## src/ssr_pkg.sv

```systemverilog
// Package for the serial sample readout block: frame layout, edge counts, carriers.
// Assumes a single system clock domain; the serial clock and select are sampled pins.
package ssr_pkg;
  // Width of the conversion result and of the serial edge counters.
  localparam int RES_W = 8;
  localparam int CNT_W = 5;
  // Edge numbers counted from the select fall.
  localparam logic [4:0] FRAME_EDGES = 5'h10; // Falling edge that ends the frame.
  localparam logic [4:0] TRACK_RISE = 5'h0D; // Rising edge that returns to tracking.
  localparam logic [4:0] NOISE_EDGES = 5'h02; // Below this a select rise is noise.
  localparam logic [4:0] KEEP_EDGES = 5'h0A; // From this edge on the mode stays normal.
  localparam logic [4:0] FIRST_DATA = 5'h04; // Edge that carries the result MSB.
  localparam logic [4:0] LAST_DATA = 5'h0B; // Edge that carries the result LSB.
  localparam logic [4:0] LAST_TRIAL = 5'h08; // Edge that settles the result LSB.
  localparam logic [4:0] ONE_EDGE = 5'h01; // Counter step and first trial edge.
  // First trial word of the search: half scale.
  localparam logic [7:0] DAC_HALF = 8'h80;
  localparam logic [7:0] DAC_ZERO = 8'h00;
  // Depth of the result FIFO.
  localparam int FIFO_DEPTH = 8;

  // Operating modes of the converter.
  typedef enum logic {SSR_NORMAL, SSR_SHUTDOWN} ssr_mode_t;

  // One finished result as it travels through the FIFO.
  typedef struct packed {
    logic invalid;      // First result after leaving shutdown; discard it.
    logic [7:0] code;   // Straight binary code, one step is supply / 256.
  } ssr_result_t;
endpackage : ssr_pkg

```

## src/ssr_readout.sv

```systemverilog
// Serial sample readout: select and clock pin sampling, SAR sequencing, frame
// serializer, shutdown handling and a result FIFO toward local logic.
// Assumes the serial clock is far slower than i_clk_sys, so that every pin
// edge is seen after the two-flop synchroniser.
`timescale 1ns/100ps

// Small FIFO with valid and ready on both sides.
module ssr_fifo #(
  parameter int WIDTH = 9,
  parameter int DEPTH = 8
) (
  input wire logic i_clk_sys,
  input wire logic i_rst_n,
  input wire logic i_in_valid,
  output logic o_in_ready,
  input wire logic [WIDTH-1:0] i_in_data,
  output logic o_out_valid,
  input wire logic i_out_ready,
  output logic [WIDTH-1:0] o_out_data
);
  localparam int AW = $clog2(DEPTH);
  // Storage words and pointers; count tells full from empty honestly.
  logic [WIDTH-1:0] mem_ff [DEPTH];
  logic [AW-1:0] wr_ff;
  logic [AW-1:0] rd_ff;
  logic [AW:0] cnt_ff;
  wire push = i_in_valid && o_in_ready;
  wire pop = o_out_valid && i_out_ready;
  assign o_in_ready = (cnt_ff != (AW+1)'(DEPTH));
  assign o_out_valid = (cnt_ff != '0);
  assign o_out_data = mem_ff[rd_ff];

  // Write side stores a word on every accepted push.
  always_ff @(posedge i_clk_sys) begin
    if (push) begin
      mem_ff[wr_ff] <= i_in_data;
    end
  end

  // Pointers wrap on the power-of-two depth.
  always_ff @(posedge i_clk_sys) begin
    if (!i_rst_n) begin
      wr_ff <= '0;
      rd_ff <= '0;
      cnt_ff <= '0;
    end else begin
      wr_ff <= push ? wr_ff + AW'(1) : wr_ff;
      rd_ff <= pop ? rd_ff + AW'(1) : rd_ff;
      cnt_ff <= cnt_ff + (AW+1)'(push) - (AW+1)'(pop);
    end
  end
endmodule : ssr_fifo

// Notes on behaviour
// - Select fall samples input, starts conversion.
// - Count serial clock edges from select fall.
// - Search DAC word until comparator balances.
// - Return to tracking on 13th rising edge.
// - Output leaves high impedance at select fall.
// - Output floats after 16th fall or select rise.
// - Full frame takes sixteen serial clock cycles.
// - Bits change on falling clock edges.
// - Three zeros, eight bits MSB first, four zeros.
// - Early select fall may add leading zero.
// - Unsigned straight binary, step supply over 256.
// - Rise between edges two and ten: shutdown.
// - Rise between ten and sixteen: abort, stay normal.
// - Rise before second edge is ignored as noise.
// - First result after shutdown marked invalid.
module ssr_readout #(
  parameter int DEPTH = ssr_pkg::FIFO_DEPTH
) (
  input wire logic i_clk_sys,
  input wire logic i_rst_n,
  input wire logic i_cs_n,
  input wire logic i_sclk,
  input wire logic i_cmp_above,
  output logic o_serial_result_out,
  output logic o_serial_result_oe,
  output logic o_track,
  output logic [7:0] o_dac_word,
  output logic o_shutdown,
  output logic o_res_valid,
  input wire logic i_res_ready,
  output ssr_pkg::ssr_result_t o_res_data
);
  // Two-flop synchronisers for the pins; only the second stage is read.
  logic [1:0] cs_meta_ff, sclk_meta_ff, cmp_meta_ff;
  logic cs_q_ff; // Previous synchronised select, for edge detection.
  logic sclk_q_ff; // Previous synchronised clock, for edge detection.
  // Frame state.
  logic [4:0] fall_cnt_ff; // Falling serial edges since select fall.
  logic [4:0] rise_cnt_ff; // Rising serial edges since select fall.
  logic frame_ff; // A frame is open.
  logic woke_ff; // This frame started in shutdown.
  ssr_pkg::ssr_mode_t mode_ff;
  logic [7:0] dac_ff; // Trial word; final value is the result.
  logic sdo_ff, oe_ff, track_ff; // Serial bit, its pin enable, tracking flag.
  // Result waiting for the FIFO; held while the FIFO is full.
  logic pend_ff;
  ssr_pkg::ssr_result_t pend_data_ff;
  logic fifo_ready;
  wire cs_s = cs_meta_ff[1];
  wire sclk_s = sclk_meta_ff[1];
  wire cmp_s = cmp_meta_ff[1];
  wire cs_fall = cs_q_ff && !cs_s;
  wire cs_rise = !cs_q_ff && cs_s;
  wire sclk_fall = sclk_q_ff && !sclk_s && frame_ff && !cs_s;
  wire sclk_rise = !sclk_q_ff && sclk_s && frame_ff && !cs_s;
  // Saturating next counts; they stop at the frame end.
  wire fall_sat = (fall_cnt_ff == ssr_pkg::FRAME_EDGES);
  wire rise_sat = (rise_cnt_ff == ssr_pkg::FRAME_EDGES);
  wire [4:0] nxt_fall = fall_sat ? fall_cnt_ff : fall_cnt_ff + ssr_pkg::ONE_EDGE;
  wire [4:0] nxt_rise = rise_sat ? rise_cnt_ff : rise_cnt_ff + ssr_pkg::ONE_EDGE;
  // Successive approximation: the bit under trial moves down one per edge.
  wire sar_step = sclk_fall && (nxt_fall >= ssr_pkg::ONE_EDGE)
                  && (nxt_fall <= ssr_pkg::LAST_TRIAL);
  wire [7:0] trial_bit = ssr_pkg::DAC_HALF >> (nxt_fall - ssr_pkg::ONE_EDGE);
  wire [7:0] nxt_dac = (cmp_s ? dac_ff : (dac_ff & ~trial_bit)) | (trial_bit >> 1);
  // Serial bit for the new edge: data only in the eight data slots.
  wire in_data = (nxt_fall >= ssr_pkg::FIRST_DATA) && (nxt_fall <= ssr_pkg::LAST_DATA);
  wire [4:0] data_idx = ssr_pkg::LAST_DATA - nxt_fall;
  wire nxt_sdo = in_data ? dac_ff[data_idx[2:0]] : 1'b0;
  wire frame_end = sclk_fall && (nxt_fall == ssr_pkg::FRAME_EDGES) && !fall_sat;
  // Select rise classification by falling edges seen so far.
  wire rise_noise = (fall_cnt_ff < ssr_pkg::NOISE_EDGES);
  wire rise_early = (fall_cnt_ff < ssr_pkg::KEEP_EDGES);
  wire to_shutdown = cs_rise && frame_ff && ((woke_ff && rise_early)
                     || (!rise_noise && rise_early));

  // Pin synchronisers.
  always_ff @(posedge i_clk_sys) begin
    if (!i_rst_n) begin
      cs_meta_ff <= 2'h3;
      sclk_meta_ff <= 2'h3;
      cmp_meta_ff <= 2'h0;
      cs_q_ff <= 1'b1;
      sclk_q_ff <= 1'b1;
    end else begin
      cs_meta_ff <= {cs_meta_ff[0], i_cs_n};
      sclk_meta_ff <= {sclk_meta_ff[0], i_sclk};
      cmp_meta_ff <= {cmp_meta_ff[0], i_cmp_above};
      cs_q_ff <= cs_s;
      sclk_q_ff <= sclk_s;
    end
  end

  // Edge counters, cleared while select is high and held at the frame end.
  always_ff @(posedge i_clk_sys) begin
    if (!i_rst_n || cs_s) begin
      fall_cnt_ff <= '0;
      rise_cnt_ff <= '0;
    end else begin
      fall_cnt_ff <= sclk_fall ? nxt_fall : fall_cnt_ff;
      rise_cnt_ff <= sclk_rise ? nxt_rise : rise_cnt_ff;
    end
  end

  // Frame, hold and tracking state; a select rise ends the frame like reset.
  always_ff @(posedge i_clk_sys) begin
    if (!i_rst_n || cs_rise) begin
      frame_ff <= 1'b0;
      track_ff <= 1'b1;
      woke_ff <= 1'b0;
    end else if (cs_fall) begin
      frame_ff <= 1'b1;
      track_ff <= 1'b0;
      woke_ff <= (mode_ff == ssr_pkg::SSR_SHUTDOWN);
    end else if (sclk_rise && nxt_rise == ssr_pkg::TRACK_RISE) begin
      track_ff <= 1'b1;
    end
  end

  // Operating mode: any select fall powers up, early rises shut down.
  always_ff @(posedge i_clk_sys) begin
    if (!i_rst_n || cs_fall) begin
      mode_ff <= ssr_pkg::SSR_NORMAL;
    end else if (to_shutdown) begin
      // shutdown window; noise keeps mode; late rise stays normal
      mode_ff <= ssr_pkg::SSR_SHUTDOWN;
    end
  end

  // DAC trial word.
  always_ff @(posedge i_clk_sys) begin
    if (!i_rst_n) begin
      dac_ff <= ssr_pkg::DAC_ZERO;
    end else if (cs_fall) begin
      dac_ff <= ssr_pkg::DAC_HALF;
    end else if (sar_step) begin
      dac_ff <= nxt_dac;
    end
  end

  // Serial output and its enable.
  always_ff @(posedge i_clk_sys) begin
    if (!i_rst_n || cs_rise || frame_end) begin
      sdo_ff <= 1'b0;
      oe_ff <= 1'b0;
    end else if (cs_fall) begin
      // drive at select fall; first slot is a zero
      sdo_ff <= 1'b0;
      oe_ff <= 1'b1;
    end else if (sclk_fall && !fall_sat) begin
      // change on falling edge; frame layout
      sdo_ff <= nxt_sdo;
    end
  end

  // Finished result waits here until the FIFO takes it.
  always_ff @(posedge i_clk_sys) begin
    if (!i_rst_n) begin
      pend_ff <= 1'b0;
      pend_data_ff <= '0;
    end else if (frame_end && (!pend_ff || fifo_ready)) begin
      // full frame delivers result; mark first after shutdown
      pend_ff <= 1'b1;
      pend_data_ff <= '{invalid: woke_ff, code: dac_ff};
    end else if (fifo_ready) begin
      pend_ff <= 1'b0;
    end
  end

  ssr_fifo #(
    .WIDTH($bits(ssr_pkg::ssr_result_t)),
    .DEPTH(DEPTH)
  ) u_fifo (
    .i_clk_sys(i_clk_sys),
    .i_rst_n(i_rst_n),
    .i_in_valid(pend_ff),
    .o_in_ready(fifo_ready),
    .i_in_data(pend_data_ff),
    .o_out_valid(o_res_valid),
    .i_out_ready(i_res_ready),
    .o_out_data(o_res_data)
  );
  assign o_serial_result_out = sdo_ff;
  assign o_serial_result_oe = oe_ff;
  assign o_track = track_ff;
  assign o_dac_word = dac_ff;
  assign o_shutdown = (mode_ff == ssr_pkg::SSR_SHUTDOWN);
endmodule : ssr_readout

```

## config.mk

```make
export PLATFORM = sky130hd
export DESIGN_NAME = ssr_readout
export DESIGN_NICKNAME = d
export VERILOG_FILES = /design/src/ssr_pkg.sv /design/src/ssr_readout.sv
export SDC_FILE = /design/constraint.sdc
export NUM_CORES = 1
export LEC_CHECK = 0
export BUFFER_PORTS_ARGS = -buffer_cell sky130_fd_sc_hd__buf_2
export CAP_MARGIN = 20
export CORE_UTILIZATION = 45
export CTS_CLUSTER_SIZE = 20
export DETAILED_ROUTE_END_ITERATION = 8
export PLACE_DENSITY = 0.59
export SYNTH_ARGS = -nofsm -noshare
export SYNTH_HDL_FRONTEND = slang
export SYNTH_SLANG_ARGS = --single-unit
```

## constraint.sdc

```tcl
create_clock -name i_clk_sys -period 3.2 [get_ports i_clk_sys]
set_clock_uncertainty 0.15 [all_clocks]
set_input_delay 0.8 -clock i_clk_sys [delete_from_list [all_inputs] [get_ports i_clk_sys]]
set_output_delay 0.8 -clock i_clk_sys [all_outputs]
set_load 0.01 [all_outputs]
```

# Word level (Yosys, flattened, before mapping)
# Memory sizes are Yosys's and may differ from the RTL's. A register that Yosys moved wholly into a read port is not among the register bits.
# Cells that the tools add are included.
dict set report word_totals {
  regBits 52
  mem_bits_rw 72
  in_bits 6
  output_inout_bits 22
  elab_cells 105
  memories 1
}
dict set report op_classes {
  add_sub_neg 8
  n_lt_le_gt_ge 7
  eq_ne 5
  n_shift 1
  mux 16
  bitwise 4
  n_reduce_logical 42
}
# memory depth width rd rd_ports_with_merged_regs wr line_no
set mem_list {}
lappend mem_list {u_fifo.mem_ff 8 9 1 1 1 ssr_readout.sv:23} ;# logic [WIDTH-1:0] mem_ff [DEPTH];
# op count
set op_table {}
lappend op_table {{$mux 8} 3}
lappend op_table {{$logic_and 1x1->1} 22}
lappend op_table {{$eq 5x5->1 const B} 3}
lappend op_table {{$add 5x1->5 const B} 2}
lappend op_table {{$le 5x4->1 const B} 2}
lappend op_table {{$mux 5} 2}
lappend op_table {{$and 8x8->8} 1}
lappend op_table {{$logic_not 1->1} 8}
lappend op_table {{$mux 1} 8}
lappend op_table {{$not 8->8} 1}
lappend op_table {{$or 8x7->8} 1}
lappend op_table {{$shr 8x5->8 const A} 1}
lappend op_table {{$add 3x1->3 const B} 2}
lappend op_table {{$logic_or 1x1->1} 6}
lappend op_table {{$mux 3} 2}
lappend op_table {{$reduce_bool 2->1} 3}
lappend op_table {{$eq 5x4->1 const B} 1}
lappend op_table {{$ge 5x1->1 const B} 1}
lappend op_table {{$ge 5x3->1 const B} 1}
lappend op_table {{$lt 5x2->1 const B} 1}
lappend op_table {{$lt 5x4->1 const B} 1}
lappend op_table {{$sub 5x1->5 const B} 1}
lappend op_table {{$add 4x1->4} 1}
lappend op_table {{$lt 3x4->1 const B} 1}
lappend op_table {{other kinds (7)} 8}

# Depth between registers and ports, before layout
# Gate-level depths: netlist (run 1).
dict set report depth {
  ltp_word 10
  depth_mapped 12
  mapped_depth_nobuf 12
}

# Hierarchy
# From an unflattened synthesis (run 1), not the netlist that was laid out.
dict set report unflattened {
  cells_unflattened 400
  area_unflattened_um2 5536.6
}
# module n_inst cells_each area_each_um2 seq_area_each_um2
set by_module_without_submodules {}
lappend by_module_without_submodules {ssr_fifo 1 182 3484.6 2422.3}
lappend by_module_without_submodules {ssr_readout 1 218 2052.0 840.8}

# Worst setup path before layout (run 1)
# OpenSTA, ideal clock, no wires.
dict set report synth_timing {
  path_type {reg2out}
  start {register with a tool-made name}
  end {output port o_res_data[0] in the netlist's numbering}
  t_arrival_ns 1.676
  required_ns 2.250
  slack_ns 0.574
  path_stages_with_launch 5
  n_path_buf 2
  cell_sequence {dfxtp_1 > buf_2 > buf_2 > mux4_2 > mux2_2}
}
# item line_no
set synth_rtl {}
lappend synth_rtl {{to (decl)} ssr_readout.sv:85} ;# output ssr_pkg::ssr_result_t o_res_data

==> flow_summary_export.csv, run 1 <==
group,metric,value,unit
detailed_routing,wl_per_cell,16.9,um
setup_path,worstRegToRegCells,9,
power,leakage,2.20,nW
placed_design,finalWeightedCongestion,0.821,
status,run_status,"finished, final reports clean",
synth,synth_seq_cells,127,
synth,synth_warnings,0,
final_layout,layoutNonFillerInstCount,593,
worst_hold_path,hold_path_depth,1,
synth,syn-cell-area,5330,um2
synth,synth_cells,391,
setup_path,arrival,2050,ps
setup_path,crit_type,"reg2out",
final_layout,final_area,6270,um2
final_layout,fillers,988,
placed_design,io_buffer_count,27,
floorplanning,die_width,111,um
timing,setup_tns,0,ps
detailed_routing,routed_wl,10000,um
setup_path,regToRegSetupSlack,430,ps
final_layout,syn2layout_area_growth,17.7,%
floorplanning,rows,39,
synth,ys_async_sr_fraction,0,%
setup_path,worst-path-max-fanout,18,
global_route,antenna_found_initial,0,
placed_design,dp.cells,561,
timing,finalCritPeriodShare,93.9,%
timing,final_hold_viol_count,0,
floorplanning,ios,28,
power,power.switching,1.00,mW
power,p_seq_share,41.0,%
clock_network,h-tree-depth,4,
clock_network,post_cts.resized_instances,0,
floorplanning,die_area,12300,um2
detailed_routing,ant_nets,0,
global_route,grt_pass1_vias,3198,
power,internal_power,3.37,mW
detailed_routing,num_vias,3228,
final_layout,finalNetCount,457,
timing,grt_setup_unrepaired,"false",
final_layout,fin_util,54.7,%
placed_design,placedInstanceArea,5670,um2
global_route,grt_max_degree,23,
timing,fmax,0.333,GHz
floorplanning,core_area,11500,um2
clock_network,clock_sinks,127,
detailed_routing,via_per_inst,5.44,
global_route,grt_pass1_wl,16400,um
job,cap_violations,0,
placed_design,hpwl,6590,um
power,total_power,4.37,mW
clock_network,cts-root-buf,"clkbuf_16",
worst_hold_path,hold_class,"reg2reg",
power,vdd_drop_max,0.418,mV
setup_path,cp-end-kind,"primary output",
clock_network,cts_setup_buffers,0,
power,clkPwrFrac,44.1,%
power,p_per_area,697,nW/um2
timing,fin_crit,3000,ps
detailed_routing,drt_iter0_markers,139,
global_route,grtUsageTotal,18.0,%
synth,synth_cell_types,54,
detailed_routing,first_pass_iters,4,
power,swShare,23.0,%
global_route,grt-ovfl-total,0,
setup_path,worstPathRequired,2250,ps
clock_network,clock_path_buffers,2,
synth,syn_nets,411,
clock_network,cts_buffers,17,
floorplanning,die_y,111,um
synth,avgSynthCellArea,13.6,um2
timing,setup_viol,0,
clock_network,hold_buffers,0,
timing,slew_headroom,42.0,%
floorplanning,start_util,46.5,%
synth,synth-main-ff-cell,"edfxtp_1",
synth,synth-edff-count,72,
synth,synth_seq_area_share,61.2,%
clock_network,worst_skew_pair.late_latency,410,ps
power,comb_power_share,14.9,%
timing,tightest_slew,858,ps
timing,setup_ws,196,ps
final_layout,num_antenna_cells,0,
timing,slew_viol_final,0,
final_layout,mostFrequentLayoutCells,"72 x edfxtp_1, 55 x dfxtp_1, 27 x buf_2, 24 x nor2_1, 19 x nand2_1",
final_layout,mostFrequentLayoutCell,"edfxtp_1",
detailed_routing,drc,0,
clock_network,clk_pin_slew,50,ps
clock_network,cts_tree,"done",
final_layout,drive_gt1_share,23.1,%
placed_design,pre_cts_slack,438,ps
timing,whs,255,ps
setup_path,start_kind,"flop",
==> sequential cells by signal (all words and copies together) (netlist names), 2 cells and up, named ones only <==
register       cells
u_fifo.cnt_ff      4
u_fifo.mem_ff     72
sclk_meta_ff       2
fall_cnt_ff        5
u_fifo.rd_ff       3
cs_meta_ff         2
pend_data_ff       9
o_dac_word         8
cmp_meta_ff        2
u_fifo.wr_ff       3
rise_cnt_ff        5
==> logic make-up after synthesis <==
group | synth area share, %
compound gates | 5.61
xor+xnor | 3.24
buf+inv | 2.25
mux | 11.6
simple gates | 12.6
flops | 61.2
fa+ha+maj | 3.43
==> layout make-up <==
class	count	area, um2	share of cell area, %
timing repair buffer	40	233	3.71
multi-input combinational	237	1940	31.0
clock buffer	21	460	7.34
inverter	14	52.6	0.838
clock inverter	11	139	2.21
tap	143	179	2.85
sequential	127	3260	52.0
==> path summary, 6_finish.rpt <==
kind                                             startpoint                      endpoint
worst min register to register   sclk_meta_ff[0]$_SDFF_PN1_    sclk_meta_ff[1]$_SDFF_PN1_
worst min-delay path             sclk_meta_ff[0]$_SDFF_PN1_    sclk_meta_ff[1]$_SDFF_PN1_
worst max register to register  fall_cnt_ff[0]$_SDFFE_PP0P_  pend_data_ff[2]$_SDFFE_PN0P_
worst max-delay path                                   flop                 o_res_data[0]
==> Yosys cell counts (2+ instances only) <==
cell type  instances  area [um2]
edfxtp_1          72        2160
dfxtp_1           55        1100
nor2_1            24        90.1
nand2_1           19        71.3
mux4_2            18         405
nand2b_1          15        93.8
inv_1             14        52.6
nor2b_1           14        87.6
ha_1              13         163
mux2i_1           11         110
xnor2_1           11        96.3
a21oi_1           10        50.1
and2_1            10        62.6
mux2_2             9         101
nand3_1            9        45.0
o21ai_0            8        40.0
clkbuf_1           6        22.5
nand4_1            6        37.5
nor3_1             6        30.0
a21boi_0           5        37.5
xor2_1             5        43.8
o21ai_1            4        20.0
o311ai_1           4        35.0
a31oi_1            3        18.8
buf_2              3        15.0
a21o_1             2        15.0
a311oi_1           2        17.5
buf_1              2        7.51
buf_6              2        22.5
nand4bb_1          2        22.5
nor4_1             2        12.5
nor4bb_1           2        20.0
o31ai_1            2        15.0
==> worst max-delay path, stage by stage (launching register included) <==
cell and delay [ps]:
dfxtp_1 310, buf_4 340, mux4_2 550, mux2_2 290, buf_2 140
==> metal layers <==
| metal | part of all wire, % | track usage, % | up-vias |
|---|---|---|---|
| met5 | 0 | 0 | - |
| met4 | 3.0 | 10.9 | 0 |
| met3 | 5.6 | 4.59 | 30 |
| met2 | 49 | 29.1 | 92 |
| met1 | 42 | 21.6 | 1564 |
| li1 | - | - | 1542 |
==> power groups by stage <==
stage	logic [mW]	clock network, mW	registers, mW
finish	0.651	1.93	1.79
CTS	0.670	1.97	1.79
global route	0.733	2.04	1.80
global placement	0.653	0	1.82
floorplan	0.517	0	1.82
detailed placement	0.664	0	1.82
(Power assumes the default switching activity.)
==> inputs of run 2 (changes only) <==
--- a/config.mk
+++ b/config.mk
@@ -7,10 +7,10 @@
 export LEC_CHECK = 0
 export BUFFER_PORTS_ARGS = -buffer_cell sky130_fd_sc_hd__buf_2
 export CAP_MARGIN = 20
-export CORE_UTILIZATION = 45
+export CORE_UTILIZATION = 55
 export CTS_CLUSTER_SIZE = 20
 export DETAILED_ROUTE_END_ITERATION = 8
-export PLACE_DENSITY = 0.59
+export PLACE_DENSITY = 0.7
 export SYNTH_ARGS = -nofsm -noshare
 export SYNTH_HDL_FRONTEND = slang
 export SYNTH_SLANG_ARGS = --single-unit
==> run 2 against run 1 <==
Net effect:
- first-iteration DRC count up 17%
- global-route usage is 3.3 points higher
- combinational power decreased by 0.6%
- setup slack lost 1.9 ps
- sequential share of layout area increased by 0.52 points
- routed wire length is 2.0% lower
- non-clock buffer count did not move
- largest cell class unchanged
- largest power group is now registers
==> flow_summary_export.csv, run 2 (same netlist as run 1, synthesis figures left out) <==
group,metric,value,unit
timing,setup_tns,0,ps
timing,grt_setup_unrepaired,"false",
final_layout,drive_gt1_share,23.1,%
timing,whs,260,ps
setup_path,cp-end-kind,"primary output",
placed_design,finalWeightedCongestion,0.953,
clock_network,clk_pin_slew,60,ps
clock_network,cts_buffers,17,
worst_hold_path,hold_class,"reg2reg",
detailed_routing,routed_wl,9800,um
setup_path,path_delay_family,"multiplexers",
floorplanning,die_y,100,um
timing,fmax,0.333,GHz
clock_network,h-tree-depth,4,
detailed_routing,drt_iter0_markers,162,
clock_network,clock_sinks,127,
global_route,grt_max_degree,21,
job,cap_violations,0,
timing,tightest_slew,975,ps
detailed_routing,num_vias,3216,
power,leakage,2.16,nW
setup_path,cp_cell_sequence,"buf_6, mux4_2, mux2_2, buf_2",
final_layout,layoutNonFillerInstCount,579,
final_layout,largest-register,"u_fifo.mem_ff",
detailed_routing,ant_nets,0,
detailed_routing,drc,0,
setup_path,worstPathRequired,2250,ps
clock_network,cts-root-buf,"clkbuf_8",
timing,final_hold_viol_count,0,
final_layout,num_antenna_cells,0,
clock_network,clock_path_buffers,2,
final_layout,largest_reg_flops,72,
final_layout,mostFrequentLayoutCell,"edfxtp_1",
clock_network,worst_skew_pair.late_latency,510,ps
placed_design,dp.cells,547,
floorplanning,ios,28,
detailed_routing,first_pass_iters,4,
global_route,grt_pass1_wl,15700,um
timing,setup_viol,0,
global_route,grtUsageTotal,21.3,%
setup_path,arrival,2060,ps
floorplanning,start_util,57.1,%
final_layout,fin_util,66.6,%
floorplanning,core_area,9330,um2
clock_network,cts_tree,"done",
global_route,grt_pass1_vias,3104,
timing,slew_headroom,34.1,%
setup_path,slowest_delay,550,ps
final_layout,syn2layout_area_growth,16.5,%
timing,slew_viol_final,0,
timing,fin_crit,3010,ps
global_route,antenna_found_initial,0,
placed_design,io_buffer_count,27,
floorplanning,die_area,10100,um2
status,run_status,"finished, final reports clean",
final_layout,fillers,672,
setup_path,worst-path-max-fanout,18,
setup_path,start_kind,"flop",
timing,finalCritPeriodShare,93.9,%
detailed_routing,via_per_inst,5.55,
detailed_routing,wl_per_cell,16.9,um
final_layout,finalNetCount,457,
placed_design,hpwl,6440,um
setup_path,slowest_stage,"mux4_2",
final_layout,mostFrequentLayoutCells,"72 x edfxtp_1, 55 x dfxtp_1, 27 x buf_2, 24 x nor2_1, 19 x nand2_1",
power,vdd_drop_max,0.353,mV
global_route,grt-ovfl-total,0,
floorplanning,die_width,100,um
setup_path,crit_type,"reg2out",
floorplanning,rows,35,
setup_path,worst-path-buf-inv,2,
power,p_per_area,675,nW/um2
[run 2: cell types whose count changed in the layout (fill, tap and decap cells not counted), moves of 2 or more]
| cell | before | now |
|---|---|---|
| clkinv_2 | 5 | 1 |
| inv_6 | 0 | 4 |
| bufinv_16 | 3 | 1 |
| clkbuf_1 | 2 | 0 |
| clkinv_1 | 0 | 2 |
| clkinvlp_4 | 2 | 4 |
[run 2: layer usage]
layer / vias up / wire length, um / GRT usage (%)
li1: 1547 / - / -
met1: 1582 / 4370 / 26.4
met2: 70 / 4890 / 34.9
met3: 17 / 375 / 5.22
met4: 0 / 167 / 10.9
met5: - / 0 / 0
[run 2: worst paths after layout]
| check | from | to | slack (ps) | cells past startpoint |
|---|---|---|---|---|
| worst min register to register | cs_meta_ff[0]$_SDFF_PN1_ | cs_meta_ff[1]$_SDFF_PN1_ | 260 | 1 |
| worst min-delay path | cs_meta_ff[0]$_SDFF_PN1_ | cs_meta_ff[1]$_SDFF_PN1_ | 260 | 1 |
| worst max-delay path | flop | o_res_data[2] | 190 | 4 |
| worst max register to register | fall_cnt_ff[0]$_SDFFE_PP0P_ | o_dac_word[5]$_SDFFE_PP0P_ | 420 | 8 |
[run 2: stage by stage]
step / area, um2 / setup slack [ps] / power [mW]
finish: 6210 / 195 / 4.19
global route: 6210 / 83.9 / 4.37
CTS: 6200 / 46.4 / 4.24
detailed placement: 5650 / 447 / 2.48
global placement: 5650 / 546 / 2.46
floorplan: 5330 / 574 / 2.33
[run 2: worst reg2reg max path, stage by stage, from the launching register on]
cell	delay, ps
dfxtp_1	520
inv_1	220
ha_1	500
or2_2	340
mux2i_1	180
xnor2_1	190
nand3_2	170
o311ai_1	300
o21ai_1	90
[run 2: cell type report]
type / instances / area (um2) / share of cell area, %
Sequential cell: 127 / 3260 / 52.6
Clock buffer: 17 / 414 / 6.67
Inverter: 14 / 52.6 / 0.846
Clock inverter: 15 / 136 / 2.20
Timing Repair Buffer: 40 / 236 / 3.81
Multi-Input combinational cell: 237 / 1940 / 31.3
Tap cell: 129 / 161 / 2.60
[run 2: repair_timing]
| item | CTS | global route |
|---|---|---|
| buffers inserted | 0 | 0 |
| endpoints found under the setup margin | 0 | 2 |
| gates resized for setup | 0 | 1 |
| hold endpoints to repair | 0 | 0 |
| hold buffers | 0 | 0 |
[run 2: power breakdown]
part,switching [mW],internal (mW),total [mW]
registers,0.0324,1.76,1.79
logic,0.296,0.351,0.647
clock network,0.714,1.04,1.75
total,1.04,3.15,4.19
==> inputs of run 3 (changes only) <==
==> constraint.sdc (replaced) <==
create_clock -name i_clk_sys -period 3.19 [get_ports i_clk_sys]
set_clock_uncertainty 0.15 [all_clocks]
set_input_delay 0.7975 -clock i_clk_sys [delete_from_list [all_inputs] [get_ports i_clk_sys]]
set_output_delay 0.7975 -clock i_clk_sys [all_outputs]
set_load 0.01 [all_outputs]
==> run 3 against run 2 <==
Net effect:
- critical path type unchanged
- register-to-register slack worse by 100 ps
- hold slack worse by 1.0 ps
- die area stayed put
- sequential power hardly changed
- global-route usage is 0.15 points higher
- highest routed layer unchanged
- largest power group is now the clock network
- critical path depth stayed put
- power is 1.6% higher
- utilization is 0.11 points higher
- non-clock buffer count stayed put
- setup slack worse by 13 ps
- routed wire length is 0.26% higher
==> flow_summary_export.csv, run 3 (same netlist as run 1, synthesis figures left out) <==
group,metric,value,unit
floorplanning,die_area,10100,um2
floorplanning,start_util,57.1,%
worst_hold_path,hold_class,"reg2reg",
setup_path,start_kind,"flop",
final_layout,syn2layout_area_growth,16.7,%
power,total_power,4.26,mW
final_layout,seq_area,3260,um2
clock_network,clock_path_buffers,2,
floorplanning,core_area,9330,um2
floorplanning,ios,28,
placed_design,io_buffer_count,27,
final_layout,largest-register,"u_fifo.mem_ff",
clock_network,hold_buffers,0,
setup_path,worst-path-max-fanout,18,
global_route,grt_max_degree,21,
final_layout,fin_util,66.7,%
power,internal_power,3.23,mW
final_layout,fillers,705,
timing,grt_setup_unrepaired,"false",
setup_path,worstPathRequired,2240,ps
detailed_routing,via_per_inst,5.53,
power,leakage,2.18,nW
timing,slew_viol_final,0,
global_route,grt-ovfl-total,0,
clock_network,cts_tree,"done",
detailed_routing,drt_iter0_markers,113,
status,run_status,"finished, final reports clean",
worst_hold_path,min_from,"cs_meta_ff[0]$_SDFF_PN1_",
job,cap_violations,0,
clock_network,h-tree-depth,4,
power,p_seq_share,42.2,%
placed_design,finalWeightedCongestion,0.959,
final_layout,largest_reg_flops,72,
clock_network,cts_setup_buffers,0,
detailed_routing,routed_wl,9830,um
timing,setup_viol,0,
detailed_routing,ant_nets,0,
power,clkPwrFrac,42.5,%
power,swShare,24.1,%
placed_design,hpwl,6370,um
floorplanning,rows,35,
global_route,grt_pass1_wl,15900,um
detailed_routing,first_pass_iters,4,
power,vdd_drop_max,0.367,mV
timing,finalCritPeriodShare,94.3,%
timing,tightest_slew,931,ps
setup_path,cp-end-kind,"primary output",
clock_network,clk_pin_slew,60,ps
clock_network,clock_sinks,127,
power,p_per_area,684,nW/um2
placed_design,dp.cells,547,
final_layout,multiInputGateArea,1940,um2
clock_network,post_cts.resized_instances,0,
setup_path,crit_type,"reg2out",
clock_network,worst_skew_pair.late_latency,510,ps
final_layout,num_antenna_cells,0,
power,comb_power_share,15.3,%
timing,final_hold_viol_count,0,
detailed_routing,drc,0,
final_layout,layoutNonFillerInstCount,579,
timing,slew_headroom,37.1,%
final_layout,mostFrequentLayoutCells,"72 x edfxtp_1, 55 x dfxtp_1, 27 x buf_2, 24 x nor2_1, 19 x nand2_1",
final_layout,mostFrequentLayoutCell,"edfxtp_1",
power,power.switching,1.03,mW
timing,fmax,0.332,GHz
detailed_routing,num_vias,3199,
global_route,antenna_found_initial,0,
floorplanning,die_y,100,um
timing,whs,259,ps
final_layout,drive_gt1_share,23.1,%
clock_network,cts-root-buf,"clkbuf_8",
global_route,grtUsageTotal,21.5,%
clock_network,cts_buffers,17,
detailed_routing,wl_per_cell,17.0,um
global_route,grt_pass1_vias,3119,
floorplanning,die_width,100,um
setup_path,rr_startpoint,"fall_cnt_ff[0]$_SDFFE_PP0P_",
setup_path,arrival,2060,ps
timing,setup_tns,0,ps
final_layout,finalNetCount,457,
timing,fin_crit,3010,ps
run 3: changes by cell type in the layout (fill, tap and decap cells not counted), sizes merged:
cell / before / now
clkinv: 5 / 6
clkbuf: 17 / 19
bufinv: 1 / 2
inv: 19 / 17
clkinvlp: 4 / 2
run 3: worst max-delay path: stages (launching register included):
cell and delay (ps):
dfxtp_1 330, buf_6 250, mux4_2 550, mux2_2 270, buf_2 140
run 3: area by class of cell:
type,count,area share (%)
tap,129,2.60
multi-input combinational,237,31.3
inverter,14,0.845
timing repair buffer,40,3.80
sequential,127,52.5
clock inverter,13,2.23
clock buffer,19,6.78
run 3: metrics by stage:
| step | instance area (um2) | setup WS, ps |
|---|---|---|
| 2_1_floorplan | 5330 | 566 |
| 3_3_place_gp | 5650 | 544 |
| 3_5_place_dp | 5650 | 444 |
| 4_1_cts | 6210 | 82.6 |
| 5_1_grt | 6220 | 75.2 |
| 6_report | 6220 | 182 |
run 3: layer usage:
metal  global-route usage [%]  vias up  wire [um]
met5                        0        -          0
met4                     9.59        0        125
met3                     5.01        9        344
met2                     35.7       92       4960
met1                     26.8     1553       4400
li1                         -     1545          -
run 3: path summary, 6_finish.rpt:
| kind | depth (start not counted) | to | slack (ps) |
|---|---|---|---|
| max | 4 | o_res_data[6] | 180 |
| min | 1 | cs_meta_ff[1]$_SDFF_PN1_ | 260 |
| max reg2reg | 8 | o_dac_word[5]$_SDFFE_PP0P_ | 320 |
| min reg2reg | 1 | cs_meta_ff[1]$_SDFF_PN1_ | 260 |
run 3: power by group through the flow:
stage	logic (mW)	clock network [mW]	registers, mW
after floorplan	0.518	0	1.82
after global placement	0.647	0	1.83
after detailed placement	0.657	0	1.83
after CTS	0.661	1.83	1.80
after global routing	0.746	1.90	1.80
final	0.650	1.81	1.80
